[src/design/irm_pkg.sv]
package irm_pkg;

   // --------------------------------------------------------------------
   // timing
   // --------------------------------------------------------------------
   localparam int CLK_PERIOD_NS = 10;                  // system clock period
   localparam int QUARTER_NS    = 2500;                // quarter of a 100 kHz bus bit
   localparam int QUARTER_CYC   = (QUARTER_NS + CLK_PERIOD_NS - 1) / CLK_PERIOD_NS;

   // --------------------------------------------------------------------
   // bus encodings and field positions
   // --------------------------------------------------------------------
   localparam logic       RW_WRITE     = 1'b0;        // direction bit, write
   localparam logic       RW_READ      = 1'b1;        // direction bit, read
   localparam logic [3:0] ACK_SLOT     = 4'h8;        // bit index of the ack slot
   localparam logic [1:0] Q_DRIVE      = 2'h0;        // quarter: scl low, set sda
   localparam logic [1:0] Q_RISE       = 2'h1;        // quarter: scl released
   localparam logic [1:0] Q_SAMPLE     = 2'h2;        // quarter: sample sda
   localparam logic [1:0] Q_FALL       = 2'h3;        // quarter: scl pulled low
   localparam logic       PD_N_RESET   = 1'b0;        // power-down line after reset

   // --------------------------------------------------------------------
   // user commands and sequencer states
   // --------------------------------------------------------------------
   typedef enum logic [1:0] {
      OP_ADDR_WR,                                      // start + address, write
      OP_WRITE,                                        // one data byte out
      OP_RSTART_RD,                                    // repeated start + address, read
      OP_READ                                          // one data byte in
   } irm_op_t;

   typedef enum logic [2:0] {
      ST_IDLE,
      ST_START,
      ST_RSTART,
      ST_BIT,
      ST_STOP
   } irm_state_t;

endpackage

[src/design/irm_master.sv]
// Contract
// write address byte is address<<1 with zero
// read address byte is address<<1 with one
// read address only after write address, register
// repeated start, not stop, before read address
// repeated start request self-clears after use
// final write byte acknowledged ends with stop
// stop by leaving master mode, engine off
// first read byte: receive direction, ack enabled
// final read byte answered NAK, others ACK
// first received byte started by its own command
// each read request clocks exactly one byte
// master mode left before final byte taken
// engine disabled after final byte taken
// power-down line low until released
// engine re-enabled for every transaction
// target returns least significant byte first
// every sent byte checked for acknowledge
`timescale 1ns/10ps
`default_nettype none

module irm_master
   import irm_pkg::*;
#(
   parameter int QUARTER = QUARTER_CYC                 // cycles per quarter bit
) (
   input  wire logic       clk_i,
   input  wire logic       reset_i,
   // user command port
   input  wire logic       cmd_valid_i,                // command offered
   output logic            cmd_ready_o,                // sequencer idle
   input  wire irm_op_t    cmd_op_i,                   // what to do
   input  wire logic [6:0] tgt_addr_i,                 // 7-bit target address
   input  wire logic [7:0] cmd_data_i,                 // byte to send
   input  wire logic       final_byte_flag_i,          // last byte of transaction
   output logic            rsp_valid_o,                // one-cycle completion pulse
   output logic [7:0]      rsp_data_o,                 // byte received
   output logic            rsp_nak_o,                  // target nak or refused command
   output logic            busy_o,                     // master mode held
   // power-down control
   input  wire logic       pd_release_i,               // lift the power-down line
   output logic            pd_n_o,                     // power-down line, low = down
   // open-drain bus pins
   input  wire logic       scl_i,
   output logic            scl_o,
   output logic            scl_oe_n_o,
   input  wire logic       sda_i,
   output logic            sda_o,
   output logic            sda_oe_n_o
);

   // ---------------------------------------------------------------------
   // state
   // ---------------------------------------------------------------------
   typedef struct packed {
      irm_state_t  st;                                 // sequencer state
      logic [1:0]  q;                                  // quarter within a bit
      logic [3:0]  bitn;                               // bit index, 8 = ack slot
      logic [7:0]  sh;                                 // shift register
      logic        scl_low;                            // pulling scl
      logic        sda_low;                            // pulling sda
      logic        active;                             // master mode held
      logic        rd;                                 // current byte is received
      logic        fin;                                // current byte is final
      logic        addr_ph;                            // current byte is an address
      logic        dir_rd;                             // address phase was read
      logic        reg_sent;                           // register byte written
      logic        rx_ok;                              // read address acknowledged
      logic        nak;                                // answer status
      logic        rsp_v;                              // answer pulse
      logic [7:0]  out;                                // answer data
      logic        pd_n;                               // power-down line
   } irm_regs_t;

   localparam irm_regs_t RESET_STATE = '{st: ST_IDLE, pd_n: PD_N_RESET, default: '0};

   irm_regs_t r_reg;
   irm_regs_t r_next;
   logic      tick;                                    // quarter enable

   irm_tick #(.DIV(QUARTER)) u_tick (
      .clk_i   (clk_i),
      .reset_i (reset_i),
      .run_i   (r_reg.st != ST_IDLE),
      .tick_o  (tick)
   );

   // ---------------------------------------------------------------------
   // sequencer
   // ---------------------------------------------------------------------
   always_comb begin
      r_next       = r_reg;
      r_next.rsp_v = 1'b0;
      if (pd_release_i) begin
         r_next.pd_n = 1'b1;
      end
      unique case (r_reg.st)
         ST_IDLE: begin
            if (cmd_valid_i) begin
               r_next.q    = Q_DRIVE;
               r_next.bitn = 4'h0;
               unique case (cmd_op_i)
                  OP_ADDR_WR: begin
                     // fresh transaction re-enables the engine
                     r_next.sh       = {tgt_addr_i, RW_WRITE};
                     r_next.active   = 1'b1;
                     r_next.st       = r_reg.active ? ST_RSTART : ST_START;
                     r_next.rd       = 1'b0;
                     r_next.fin      = 1'b0;
                     r_next.addr_ph  = 1'b1;
                     r_next.dir_rd   = 1'b0;
                     r_next.reg_sent = 1'b0;
                     r_next.rx_ok    = 1'b0;
                  end
                  OP_WRITE: begin
                     if (r_reg.active && !r_reg.rx_ok) begin
                        r_next.sh      = cmd_data_i;
                        r_next.fin     = final_byte_flag_i;
                        r_next.rd      = 1'b0;
                        r_next.addr_ph = 1'b0;
                        r_next.st      = ST_BIT;
                     end else begin
                        r_next.rsp_v = 1'b1;
                        r_next.nak   = 1'b1;
                     end
                  end
                  OP_RSTART_RD: begin
                     // refused unless a register byte is already on the target
                     if (r_reg.active && r_reg.reg_sent && !r_reg.rx_ok) begin
                        r_next.sh      = {tgt_addr_i, RW_READ};
                        r_next.rd      = 1'b0;
                        r_next.fin     = 1'b0;
                        r_next.addr_ph = 1'b1;
                        r_next.dir_rd  = 1'b1;
                        r_next.st      = ST_RSTART;
                     end else begin
                        r_next.rsp_v = 1'b1;
                        r_next.nak   = 1'b1;
                     end
                  end
                  OP_READ: begin
                     // one command clocks exactly one byte, never a spare one
                     if (r_reg.rx_ok) begin
                        r_next.rd      = 1'b1;
                        r_next.fin     = final_byte_flag_i;
                        r_next.addr_ph = 1'b0;
                        r_next.st      = ST_BIT;
                     end else begin
                        r_next.rsp_v = 1'b1;
                        r_next.nak   = 1'b1;
                     end
                  end
               endcase
            end
         end
         ST_START: begin
            // sda falls with scl high, then scl falls
            if (tick) begin
               if (r_reg.q == Q_DRIVE) begin
                  r_next.sda_low = 1'b1;
                  r_next.q       = Q_RISE;
               end else begin
                  r_next.scl_low = 1'b1;
                  r_next.st      = ST_BIT;
                  r_next.q       = Q_DRIVE;
               end
            end
         end
         ST_RSTART: begin
            // release sda, raise scl, pull sda low, pull scl low
            if (tick) begin
               r_next.q = r_reg.q + 2'h1;
               unique case (r_reg.q)
                  Q_DRIVE:  r_next.sda_low = 1'b0;
                  Q_RISE:   r_next.scl_low = 1'b0;
                  Q_SAMPLE: r_next.sda_low = 1'b1;
                  Q_FALL: begin
                     r_next.scl_low = 1'b1;
                     r_next.st      = ST_BIT;
                  end
               endcase
            end
         end
         ST_BIT: begin
            if (tick) begin
               unique case (r_reg.q)
                  Q_DRIVE: begin
                     if (r_reg.bitn == ACK_SLOT) begin
                        // ack every received byte but the final one
                        r_next.sda_low = r_reg.rd && !r_reg.fin;
                     end else begin
                        r_next.sda_low = !r_reg.rd && !r_reg.sh[7];
                     end
                     r_next.q = Q_RISE;
                  end
                  Q_RISE: begin
                     r_next.scl_low = 1'b0;
                     r_next.q       = Q_SAMPLE;
                  end
                  Q_SAMPLE: begin
                     // a target holding scl low stretches the bit
                     if (scl_i) begin
                        if (r_reg.bitn == ACK_SLOT) begin
                           r_next.nak = !r_reg.rd && sda_i;
                        end else if (r_reg.rd) begin
                           r_next.sh = {r_reg.sh[6:0], sda_i};
                        end
                        r_next.q = Q_FALL;
                     end
                  end
                  Q_FALL: begin
                     r_next.scl_low = 1'b1;
                     r_next.q       = Q_DRIVE;
                     if (r_reg.bitn == ACK_SLOT) begin
                        r_next.bitn    = 4'h0;
                        r_next.rsp_v   = 1'b1;
                        r_next.out     = r_reg.sh;
                        // sda stays put here: moving it as scl falls could look like a start or stop
                        r_next.reg_sent = r_reg.reg_sent || (!r_reg.rd && !r_reg.addr_ph);
                        r_next.rx_ok   = r_reg.rx_ok || (r_reg.addr_ph && r_reg.dir_rd && !r_next.nak);
                        // final byte or refusal ends in stop before the byte is handed over
                        if (r_next.nak || r_reg.fin) begin
                           r_next.rsp_v = 1'b0;
                           r_next.st    = ST_STOP;
                        end else begin
                           r_next.st = ST_IDLE;
                        end
                     end else begin
                        r_next.bitn = r_reg.bitn + 4'h1;
                        if (!r_reg.rd) begin
                           r_next.sh = {r_reg.sh[6:0], 1'b0};
                        end
                     end
                  end
               endcase
            end
         end
         ST_STOP: begin
            // sda pulled while scl is low, scl rises, then sda rises: master mode is left
            if (tick) begin
               if (r_reg.q == Q_DRIVE) begin
                  r_next.sda_low = 1'b1;
                  r_next.q       = Q_RISE;
               end else if (r_reg.q == Q_RISE) begin
                  r_next.scl_low = 1'b0;
                  r_next.q       = Q_SAMPLE;
               end else begin
                  r_next.sda_low = 1'b0;
                  r_next.active  = 1'b0;
                  r_next.rx_ok   = 1'b0;
                  r_next.reg_sent = 1'b0;
                  r_next.rsp_v   = 1'b1;
                  r_next.st      = ST_IDLE;
               end
            end
         end
      endcase
   end

   always_ff @(posedge clk_i or posedge reset_i) begin
      if (reset_i) begin
         r_reg <= RESET_STATE;
      end else begin
         r_reg <= r_next;
      end
   end

   // ---------------------------------------------------------------------
   // outputs
   // ---------------------------------------------------------------------
   assign cmd_ready_o = (r_reg.st == ST_IDLE);
   assign rsp_valid_o = r_reg.rsp_v;
   assign rsp_data_o  = r_reg.out;                      // bytes arrive low first, see
   assign rsp_nak_o   = r_reg.nak;
   assign busy_o      = r_reg.active;
   assign pd_n_o      = r_reg.pd_n;
   assign scl_o       = 1'b0;
   assign sda_o       = 1'b0;
   assign scl_oe_n_o  = !r_reg.scl_low;
   assign sda_oe_n_o  = !r_reg.sda_low;

   wire acc = cmd_valid_i && cmd_ready_o;
   wire ack_end = r_reg.st == ST_BIT && r_reg.bitn == ACK_SLOT && r_reg.q == Q_FALL && tick;
endmodule

`default_nettype wire

[src/design/irm_tick.sv]
`timescale 1ns/10ps
`default_nettype none

// ------------------------------------------------------------------------
// quarter-bit enable divider
// ------------------------------------------------------------------------
module irm_tick #(
   parameter int DIV = 250                             // clock cycles per tick
) (
   input  wire logic clk_i,
   input  wire logic reset_i,
   input  wire logic run_i,                            // low holds the phase at zero
   output logic      tick_o                            // one-cycle enable pulse
);

   logic [15:0] cnt_reg;                               // cycle counter
   logic [15:0] cnt_next;

   // restart on idle so a transfer always begins with a full quarter
   always_comb begin
      if (!run_i || cnt_reg == 16'(DIV - 1)) begin
         cnt_next = 16'h0000;
      end else begin
         cnt_next = cnt_reg + 16'h0001;
      end
   end

   always_ff @(posedge clk_i or posedge reset_i) begin
      if (reset_i) begin
         cnt_reg <= 16'h0000;
      end else begin
         cnt_reg <= cnt_next;
      end
   end

   assign tick_o = run_i && (cnt_reg == 16'(DIV - 1));

endmodule

`default_nettype wire

[config.mk]
export PLATFORM = sky130hd
export DESIGN_NAME = irm_master
export DESIGN_NICKNAME = d
export VERILOG_FILES = /design/src/design/irm_pkg.sv /design/src/design/irm_master.sv /design/src/design/irm_tick.sv
export SDC_FILE = /design/constraint.sdc
export NUM_CORES = 1
export LEC_CHECK = 0
export BUFFER_PORTS_ARGS = -buffer_cell sky130_fd_sc_hd__buf_4
export CORE_MARGIN = 4
export CORE_UTILIZATION = 52
export CTS_CLUSTER_SIZE = 20
export DETAILED_ROUTE_END_ITERATION = 6
export PLACE_DENSITY = 0.82
export SYNTH_ARGS = -nofsm -noshare
export SYNTH_HDL_FRONTEND = slang
export SYNTH_SLANG_ARGS = --single-unit
[constraint.sdc]
create_clock -name clk_i -period 2.5 [get_ports clk_i]
set_clock_uncertainty 0.15 [all_clocks]
set_input_delay 0.125 -clock clk_i [delete_from_list [all_inputs] [get_ports clk_i]]
set_output_delay 0.125 -clock clk_i [all_outputs]
set_load 0.03 [all_outputs]
# After elaboration in Yosys (flattened, before gate mapping)
# Index checks and enable logic that the tools add are counted.
[totals]
in_bits = 24
out_inout_bits = 17
word_cells = 195
ff_bits = 53
[classes]
muxes = 81
n_eq_ne = 49
n_reduce_logical = 44
addsub = 3
[op_table]
columns = ["operator", "n"]
rows = [
  ["$mux 8", 7],
  ["$mux 3", 13],
  ["$ne 3x3->1 const B", 13],
  ["$ne 2x2->1 const B", 17],
  ["$mux 2", 15],
  ["$mux 9", 3],
  ["$pmux 5 s5", 1],
  ["$pmux 12 s2", 1],
  ["$pmux 3 s4", 2],
  ["$pmux 8 s3", 1],
  ["$mux 19", 1],
  ["$reduce_and 9->1", 2],
  ["$mux 1", 17],
  ["$mux 17", 1],
  ["$add 16x1->16 const B", 1],
  ["$eq 16x8->1 const B", 1],
  ["$mux 16", 1],
  ["$pmux 2 s4", 2],
  ["$pmux 8 s2", 1],
  ["$mux 5", 3],
  ["$reduce_and 14->1", 1],
  ["$mux 12", 1],
  ["$mux 4", 3],
  ["$pmux 2 s3", 2],
  ["other kinds (29)", 67],
]

# Longest topological paths before layout
# Gate-level depths: netlist of the first run.
[logic_depth]
word_depth = 7
mapped_depth = 8
mapped_depth_nobuf = 7

# By module
# From an unflattened synthesis of the first run, not the netlist that was laid out.
[hier_totals]
cells_unflattened = 347
hier_area_um2 = 3314.4
[modules_own_cells]
columns = ["mod", "cells_per_inst", "seq_area_each_um2", "area_per_inst_um2", "n_inst"]
rows = [
  ["irm_master", 262, 925.9, 2459.9, 1],
  ["irm_tick", 85, 400.4, 854.6, 1],
]

# Worst setup path before layout of the first run
# OpenSTA, ideal clock, no wires.
[synth_path]
path_kind = "register to register"
startpoint = "register u_tick.cnt_reg[1]"
endpoint = "register r_reg[20] (netlist name)"
t_required_ns = 2.225
path_stages_with_launch = 8
n_path_buf = 0
period_less_slack_ns = 2.569
t_arrival_ns = 2.295
setup_slack_ns = -0.069
setup_ns = 0.125
path_cell_list = "dfrtp_1 -> inv_1 -> ha_1 -> or4b_4 -> nor4_4 -> nand3_2 -> a221oi_4 -> mux2_2"
[synth_between]
elab_chain_cells = 4
[synth_lines]
columns = ["item", "line", "text"]
rows = [
  ["start, declared", "irm_tick.sv:16", "logic [15:0] cnt_reg;"],
  ["start signal, assigned", "irm_tick.sv:32", "cnt_reg <= cnt_next;"],
  ["$eq 16x8->1", "irm_tick.sv:36", "assign tick_o = run_i && (cnt_reg == 16'(DIV - 1));"],
  ["$logic_and 1x1->1", "irm_tick.sv:36", ""],
  ["$ne 2x2->1 (no line)", "--", ""],
  ["$reduce_and 12->1 (no line)", "--", ""],
  ["end signal, assigned", "irm_master.sv:264", "r_reg <= r_next;"],
  ["end, declared", "irm_master.sv:77", "irm_regs_t r_reg;"],
]
# Every way passes these cells.
# A chain may end at the register's enable or synchronous reset.

# Worst setup path in the final report of the first run
# Ends and elaborated chain as after synthesis.

==> impl_summary.log, run 1 <==
[metrics] maximum net fanout on the critical path: 8
[metrics] maximum buffer depth of the clock tree: 2
[metrics] number of DRC markers after the initial detailed-route iteration: 194
[metrics] clock tree root buffer cell: clkbuf_8
[metrics] FF-to-FF Start: u_tick.cnt_reg[1]$_DFF_PP0_
[metrics] net count of the finished layout: 455
[metrics] synth cell count leaders: 53 x dfrtp_1, 28 x nand2_1, 25 x nor2_1
[metrics] worst hold slack across all endpoints: 0.0244 ns
[metrics] GR met2 Demand/Resource: 0.362
[metrics] Largest register FFs: 25
[metrics] maximum number of pins on one net before global-route repair: 29
[metrics] vias after detailed routing: between 2000 and 3000
[metrics] total number of placement rows: 28
[metrics] DRC Markers: 0
[metrics] terminus of the critical flop-to-flop path: r_reg[20]$_DFFE_PP0P_
[metrics] chain of cells forming the critical path: inv_2, ha_4, or4b_4, nor4_4, nand3_2, a221oi_4, buf_12, mux2_2
[metrics] count of flip-flops with a built-in enable after synthesis: 0
[metrics] shortest period the worst path allows: ~2.6 ns
[metrics] LEAKAGE: 1.87 nW
[metrics] mean instance size in the synthesized netlist: 9.34 um^2
[metrics] slew at the pin with the worst max-slew slack: 0.637 ns
[metrics] fin worst setup slack: -0.0568 ns
[metrics] vertical die dimension: between 80 and 90 um
[metrics] family with the most delay on the worst path: simple AND/OR/NAND/NOR gates
[metrics] top-count cell post-synth: dfrtp_1
[metrics] top cells by area in the synthesized netlist: dfrtp_1 40%, mux2_2 6.7%, ha_1 5.2%
[metrics] cell total after placement: 479
[metrics] Clk pin slew, worst setup/hold paths: 0.10 ns
[metrics] die width: 88.3 um
[metrics] register-to-register path setup slack: -0.06 ns
[metrics] Final Routed Wirelength: 8380 um
[metrics] Post-synth top flop: dfrtp_1
[metrics] first-pass GRT wire length: 13600 um
[metrics] Antenna Nets Post-Route: 0
[metrics] Critical Path Sink Type: flip-flop
[metrics] largest stage delay on the critical path: 0.48 ns
[metrics] synthesized cell area: 3350 um^2
[metrics] portion of synthesized cell area occupied by the leading cell type: 0.396
[metrics] critical path launch point type: flip-flop
[metrics] total power after layout: 3.52 mW
[metrics] via density per instance: 5.99
[metrics] required time at the worst-slack endpoint: 2.54 ns
[metrics] launch instance of the worst min-delay path: cmd_valid_i
[metrics] overall routing resource usage: 0.219
[metrics] count of input and output buffers: 38
[metrics] met3 Use GR: 0.0326
[metrics] share of post-route cells with drive strength above 1: 0.304
[metrics] top-level port count: 41
[metrics] number of synthesized register bits: 53
[metrics] Setup CP Type: reg -> reg
[metrics] RSZ-0062 raised after global routing: true
[metrics] Layout fillers: roughly 500
[metrics] run status: complete, but fails checks
[metrics] H-Tree Level Count: 2
[metrics] setup-violating endpoint count in the final report: 8
[metrics] area used by sequential logic in the layout: around 1300 um^2
[metrics] yosys synthesis warning count: 0
[metrics] RD Place Congestion: ~0.91
[metrics] sum of overflow across all layers after global routing: 0
[metrics] final cycle utilization of the critical path: 1.02
[metrics] share of flip-flops with an asynchronous set or reset: 1.00
[metrics] sink count of the clock tree: 53
[metrics] slowest CP cell: or4b_4
[metrics] worst skew pair latency: 0.31 ns
[metrics] Area Overhead vs Synth: 23.0%
[metrics] Slew headroom: 0.575
[metrics] total count of hold-check failures in the final report: 0
[metrics] TritonCTS clock tree: yes
[metrics] share of the yosys chip area belonging to registers: 0.396
[metrics] vias in the first global route: ~2900
[metrics] starting density of the core: 0.550
[metrics] area of the placeable core: 6100 um^2
[metrics] area occupied by multi-input gates: ~1900 um^2
[metrics] number of search-and-repair iterations in the first detailed-routing pass: 4
[metrics] buffer and inverter count on the worst path: 2
[metrics] cell count along the critical path: 8
[metrics] layer carrying the most global-route usage: met2
[metrics] Max IR drop VDD: 0.487 mV
[metrics] cell count of the worst hold path: 3
[metrics] count of maximum capacitance violations: 0
[metrics] largest area contributor in the synthesized netlist: dfrtp_1
[metrics] final-report max-slew violation count: 0
[metrics] number of buffers added by the clock tree synthesis step: 5
[metrics] Synth Instances: 359
[metrics] violations in the final reports: setup timing
[metrics] Area after DPL: 3870 um^2
[metrics] antenna violations before repair: 0
[metrics] type of the most critical hold path: in -> reg
[metrics] grt met1 use: 0.300
[metrics] areal power density over the cells: between 800 and 900 nW/um^2
[metrics] Worst EP arrival: 2.60 ns
[metrics] post-detail-place hpwl: 6030 um
[metrics] Total Die Area: ~7800 um^2
[metrics] Layout Cell Area excl Fill: 4120 um^2
[metrics] non-filler cells in the finished layout: 494
[metrics] number of cells traversed by the worst register-to-register path: 8
[metrics] highest attainable clock frequency: 391 MHz
[metrics] average wire length per cell after detail routing: 17.0 um
[metrics] distinct cell type count after synthesis: 60
[metrics] worst-case hold path end point: r_reg[13]$_DFFE_PP0P_
power by group:
| group | internal [mW] | switching (mW) | total [mW] | leakage, nW |
|---|---|---|---|---|
| Combinational | 0.811 | 0.964 | 1.77 | 1.13 |
| Clock | 0.198 | 0.288 | 0.487 | 0.0374 |
| Sequential | 1.03 | 0.234 | 1.26 | 0.706 |
| Total | 2.04 | 1.49 | 3.52 | 1.87 |
per-layer routing:
layer,up-vias,share of wire
met4,0,0.016
met1,1442,0.43
met2,100,0.49
met5,-,0
li1,1402,-
met3,14,0.060
kinds of logic after synthesis:
kind of cell             after synthesis  share of synthesized area
buffers and inverters                 42                     0.0590
AND/OR/NAND/NOR                      125                      0.209
AO/OA/AOI/OAI                         89                      0.175
flip-flops                            53                      0.396
multiplexers                          23                     0.0761
adder cells (fa/ha/maj)               14                     0.0523
other                                  1                    0.00112
XOR/XNOR                              12                     0.0314
how the worst max path moves through the flow:
stage                                      startpoint               endpoint  slack [ns]
after floorplan           u_tick.cnt_reg[1]$_DFF_PP0_  r_reg[20]$_DFFE_PP0P_      -0.006
after global placement    u_tick.cnt_reg[1]$_DFF_PP0_  rsp_valid_o$_DFF_PP0_       -0.02
after detailed placement  u_tick.cnt_reg[1]$_DFF_PP0_  rsp_valid_o$_DFF_PP0_       -0.08
after CTS                 u_tick.cnt_reg[1]$_DFF_PP0_  r_reg[26]$_DFFE_PP0P_       -0.07
after global routing      u_tick.cnt_reg[1]$_DFF_PP0_  r_reg[22]$_DFFE_PP0P_       -0.18
final                     u_tick.cnt_reg[1]$_DFF_PP0_  r_reg[20]$_DFFE_PP0P_       -0.06
placed cells by master, fill, tap and decap left out, drive strengths merged, types with 6 or more instances in the layout:
cell,instances
o21ai,25
nor3,9
a21oi,23
inv,18
nand3,12
a22oi,8
nand4,6
nor2b,6
dfrtp,53
xor2,9
mux2,20
nand2b,6
ha,14
clkbuf,6
nand2,28
buf,71
nor2,25
per-stage QoR:
stage	TNS, ns	worst slack, ns	util
2_1_floorplan	-0.0476	-0.00595	-
3_3_place_gp	-0.0182	-0.0182	0.634
3_5_place_dp	-0.452	-0.0754	0.634
4_1_cts	-0.511	-0.0693	0.659
5_1_grt	-2.24	-0.183	0.676
6_report	-0.375	-0.0568	0.677
final cells by class:
type	count	share of cell area
diodes	1	0.000607
clock buffers	6	0.0176
clock inverters	2	0.00364
inverters	18	0.0164
multi-input cells	265	0.470
flip-flops and latches	53	0.322
well taps	75	0.0228
repair buffers	74	0.147
tightest hold or removal path, stage by stage:
cell and delay (ns):
buf_4 0.14, a31oi_1 0.08, nor2_1 0.10
repair_timing:
action                                  4_1_cts  5_1_grt
resized for setup                             3       25
endpoints found under the setup margin       25       29
setup buffers                                 2        0
hold endpoints to repair                     29        0
hold buffers                                  3        0
gates cloned                                  0        1
pin swaps                                     3        4
Note: power is estimated with default switching activity, not from simulation.
==> inputs of run 2 (changes only) <==
- RECOVER_POWER: unset -> 25
==> run 2 against run 1 <==
  * Clock-buffer cell count is the same
  * Global-route usage unchanged
  * First-iteration DRC count did not move
  * Combinational power about the same
  * Fmax about the same
  * Flip-flop and latch count did not move
  * Critical endpoint unchanged
  * The run still ends with setup timing left
  * Utilization unchanged
  * Final cell count unchanged
==> impl_summary.log, run 2 (synthesized netlist as in run 1, its figures left out) <==
[metrics] Setup CP Type: reg -> reg
[metrics] largest stage delay on the critical path: 0.48 ns (about the same)
[metrics] clock tree root buffer cell: clkbuf_8
[metrics] most frequent cells in the layout: 64 x buf_4, 53 x dfrtp_1, 28 x nand2_1
[metrics] maximum buffer depth of the clock tree: 2 (unchanged)
[metrics] number of search-and-repair iterations in the first detailed-routing pass: 5 (+1)
[metrics] count of input and output buffers: 38 (unchanged)
[metrics] switching power share of the total: 0.422 (about the same)
[metrics] Critical Path Sink Type: flip-flop
[metrics] antenna violations before repair: 0 (unchanged)
[metrics] Worst EP arrival: 2.60 ns (about the same)
[metrics] post-detail-place hpwl: 6030 um (unchanged)
[metrics] Area after DPL: 3870 um^2 (unchanged)
[metrics] net count of the finished layout: 455 (unchanged)
[metrics] DRC Markers: 0 (unchanged)
[metrics] sum of overflow across all layers after global routing: 0 (unchanged)
[metrics] setup-violating endpoint count in the final report: 8 (unchanged)
[metrics] top-level port count: 41 (unchanged)
[metrics] Final Routed Wirelength: 8390 um (about the same)
[metrics] first-pass GRT wire length: 13600 um (unchanged)
[metrics] starting density of the core: 0.550 (unchanged)
[metrics] chain of cells forming the critical path: inv_2, ha_4, or4b_4, nor4_4, nand3_2, a221oi_4, buf_12, mux2_2
[metrics] Layout fillers: 489 (unchanged)
[metrics] Largest register FFs: 25 (unchanged)
[metrics] sequential cell fraction of total power: 0.358 (about the same)
[metrics] die width: 88.3 um (unchanged)
[metrics] vias after detailed routing: 2956 (-0.068%)
[metrics] Clk pin slew, worst setup/hold paths: 0.10 ns (about the same)
[metrics] part of the total power dissipated in combinational logic: 0.504 (about the same)
[metrics] average wire length per cell after detail routing: 17.0 um (about the same)
[metrics] Total Die Area: 7790 um^2 (unchanged)
[metrics] buffer and inverter count on the worst path: 2 (unchanged)
[metrics] total number of placement rows: 28 (unchanged)
[metrics] critical path launch point type: flip-flop
[metrics] run status: complete, but fails checks
[metrics] maximum net fanout on the critical path: 8 (unchanged)
[metrics] RD Place Congestion: 0.905 (unchanged)
[metrics] type of the most critical hold path: in -> reg
[metrics] number of buffers added by the clock tree synthesis step: 5 (unchanged)
[metrics] final-report max-slew violation count: 0 (unchanged)
[metrics] worst skew pair latency: 0.31 ns (about the same)
[metrics] fin worst setup slack: -0.0571 ns (-0.000285 ns)
[metrics] final cycle utilization of the critical path: 1.02 (about the same)
[metrics] count of maximum capacitance violations: 0 (unchanged)
[metrics] total count of hold-check failures in the final report: 0 (unchanged)
[metrics] highest attainable clock frequency: 391 MHz (about the same)
[metrics] Fin Setup TNS: -0.377 ns (-0.00207 ns)
[metrics] shortest period the worst path allows: 2.56 ns (+0.000285 ns)
[metrics] fraction of power consumed by the clock network: 0.138 (about the same)
[metrics] Area Overhead vs Synth: 23.0% (unchanged)
[metrics] maximum number of pins on one net before global-route repair: 29 (unchanged)
[metrics] non-filler cells in the finished layout: 494 (unchanged)
[metrics] RSZ-0062 raised after global routing: true
[metrics] area of the placeable core: 6100 um^2 (unchanged)
[metrics] number of DRC markers after the initial detailed-route iteration: 194 (unchanged)
[metrics] cell total after placement: 479 (unchanged)
[metrics] areal power density over the cells: 855 nW/um^2 (about the same)
[metrics] violations in the final reports: setup timing
[metrics] TritonCTS clock tree: yes
[metrics] family with the most delay on the worst path: simple AND/OR/NAND/NOR gates
[metrics] overall routing resource usage: 0.219 (unchanged)
[metrics] LEAKAGE: 1.87 nW (about the same)
[metrics] switching component of the power: 1.49 mW (about the same)
[metrics] Antenna Nets Post-Route: 0 (unchanged)
[metrics] Layout Cell Area excl Fill: 4120 um^2 (unchanged)
[metrics] share of post-route cells with drive strength above 1: 0.301 (-0.00239)
[metrics] sink count of the clock tree: 53 (unchanged)
[metrics] Slew headroom: 0.237 (-0.338)
[metrics] H-Tree Level Count: 2 (unchanged)
[metrics] slowest CP cell: or4b_4
[metrics] most common library cell in the layout ignoring fill and taps: buf_4
[metrics] Max IR drop VDD: 0.487 mV (unchanged)
[metrics] vertical die dimension: 88.3 um (unchanged)
[metrics] total power after layout: 3.52 mW (about the same)
[metrics] via density per instance: 5.98 (about the same)
[metrics] slew at the pin with the worst max-slew slack: 1.14 ns (+0.507 ns)
[metrics] cell internal pwr: 2.04 mW (about the same)
[metrics] vias in the first global route: 2871 (unchanged)
[metrics] required time at the worst-slack endpoint: 2.54 ns (about the same)
[metrics] worst setup slack before clock tree synthesis: -0.0754 ns (unchanged)
## run 2: changes by cell type in the layout (fill, tap and decap cells not counted)
| cell | delta |
|---|---|
| buf_4 | -2 |
| clkbuf_4 | +2 |
| inv_1 | +1 |
| inv_2 | -1 |
## run 2: worst reg2reg max path, cell delays in order (launching register included)
cell      delay (ns)
dfrtp_1         0.41
inv_2           0.07
ha_4            0.10
or4b_4          0.48
nor4_4          0.29
nand3_2         0.13
a221oi_4        0.32
buf_12          0.16
mux2_2          0.32
## run 2: repair_timing
item | CTS | global route
buffers inserted | 2 | 0
endpoints found under the hold margin | 29 | 0
hold buffers | 3 | 0
endpoints found under the setup margin | 25 | 29
pin swaps | 3 | 4
resized for setup | 3 | 25
cloned | 0 | 1
## run 2: path summary, 6_finish.rpt
kind                                             start                     to  slack [ns]  cells past startpoint
setup / recovery           u_tick.cnt_reg[1]$_DFF_PP0_  r_reg[20]$_DFFE_PP0P_       -0.06                      8
setup reg to reg           u_tick.cnt_reg[1]$_DFF_PP0_  r_reg[20]$_DFFE_PP0P_       -0.06                      8
min in group asynchronous                      reset_i  r_reg[14]$_DFFE_PP0P_        0.51                      3
max in group asynchronous                      reset_i  r_reg[19]$_DFFE_PP0P_        0.98                      4
hold reg to reg                     pd_n_o$_DFFE_PP0P_     pd_n_o$_DFFE_PP0P_        0.34                      1
hold / removal                             cmd_valid_i  r_reg[13]$_DFFE_PP0P_        0.02                      3
## run 2: per-stage QoR
stage                      util  hold WS [ns]
after floorplan               -        0.0843
after global placement    0.634        0.0867
after detailed placement  0.634         0.101
after CTS                 0.659        0.0189
after global routing      0.676        0.0745
final                     0.677        0.0244
## run 2: final cells by class
cell class              instances  area [um^2]  area share
flip-flops and latches         53         1330       0.322
repair buffers                 74          608       0.147
diodes                          1         2.50    0.000607
clock buffers                   6         72.6      0.0176
multi-input cells             265         1940       0.470
clock inverters                 2         15.0     0.00364
well taps                      75         93.8      0.0228
inverters                      18         67.6      0.0164
## run 2: power by group through the flow
stage	Combinational [mW]	Sequential (mW)	Clock [mW]
after floorplan	1.13	1.20	0
after global placement	1.64	1.24	0
after detailed placement	1.68	1.25	0
after CTS	1.70	1.23	0.497
after global routing	1.94	1.29	0.535
final	1.78	1.26	0.488
## run 2: routing by layer
layer | track usage | up-vias | routed length [um]
met1 | 0.300 | 1437 | 3630
li1 | - | 1402 | -
met5 | 0 | - | 0
met3 | 0.0326 | 14 | 508
met4 | 0.0646 | 0 | 135
met2 | 0.362 | 103 | 4120
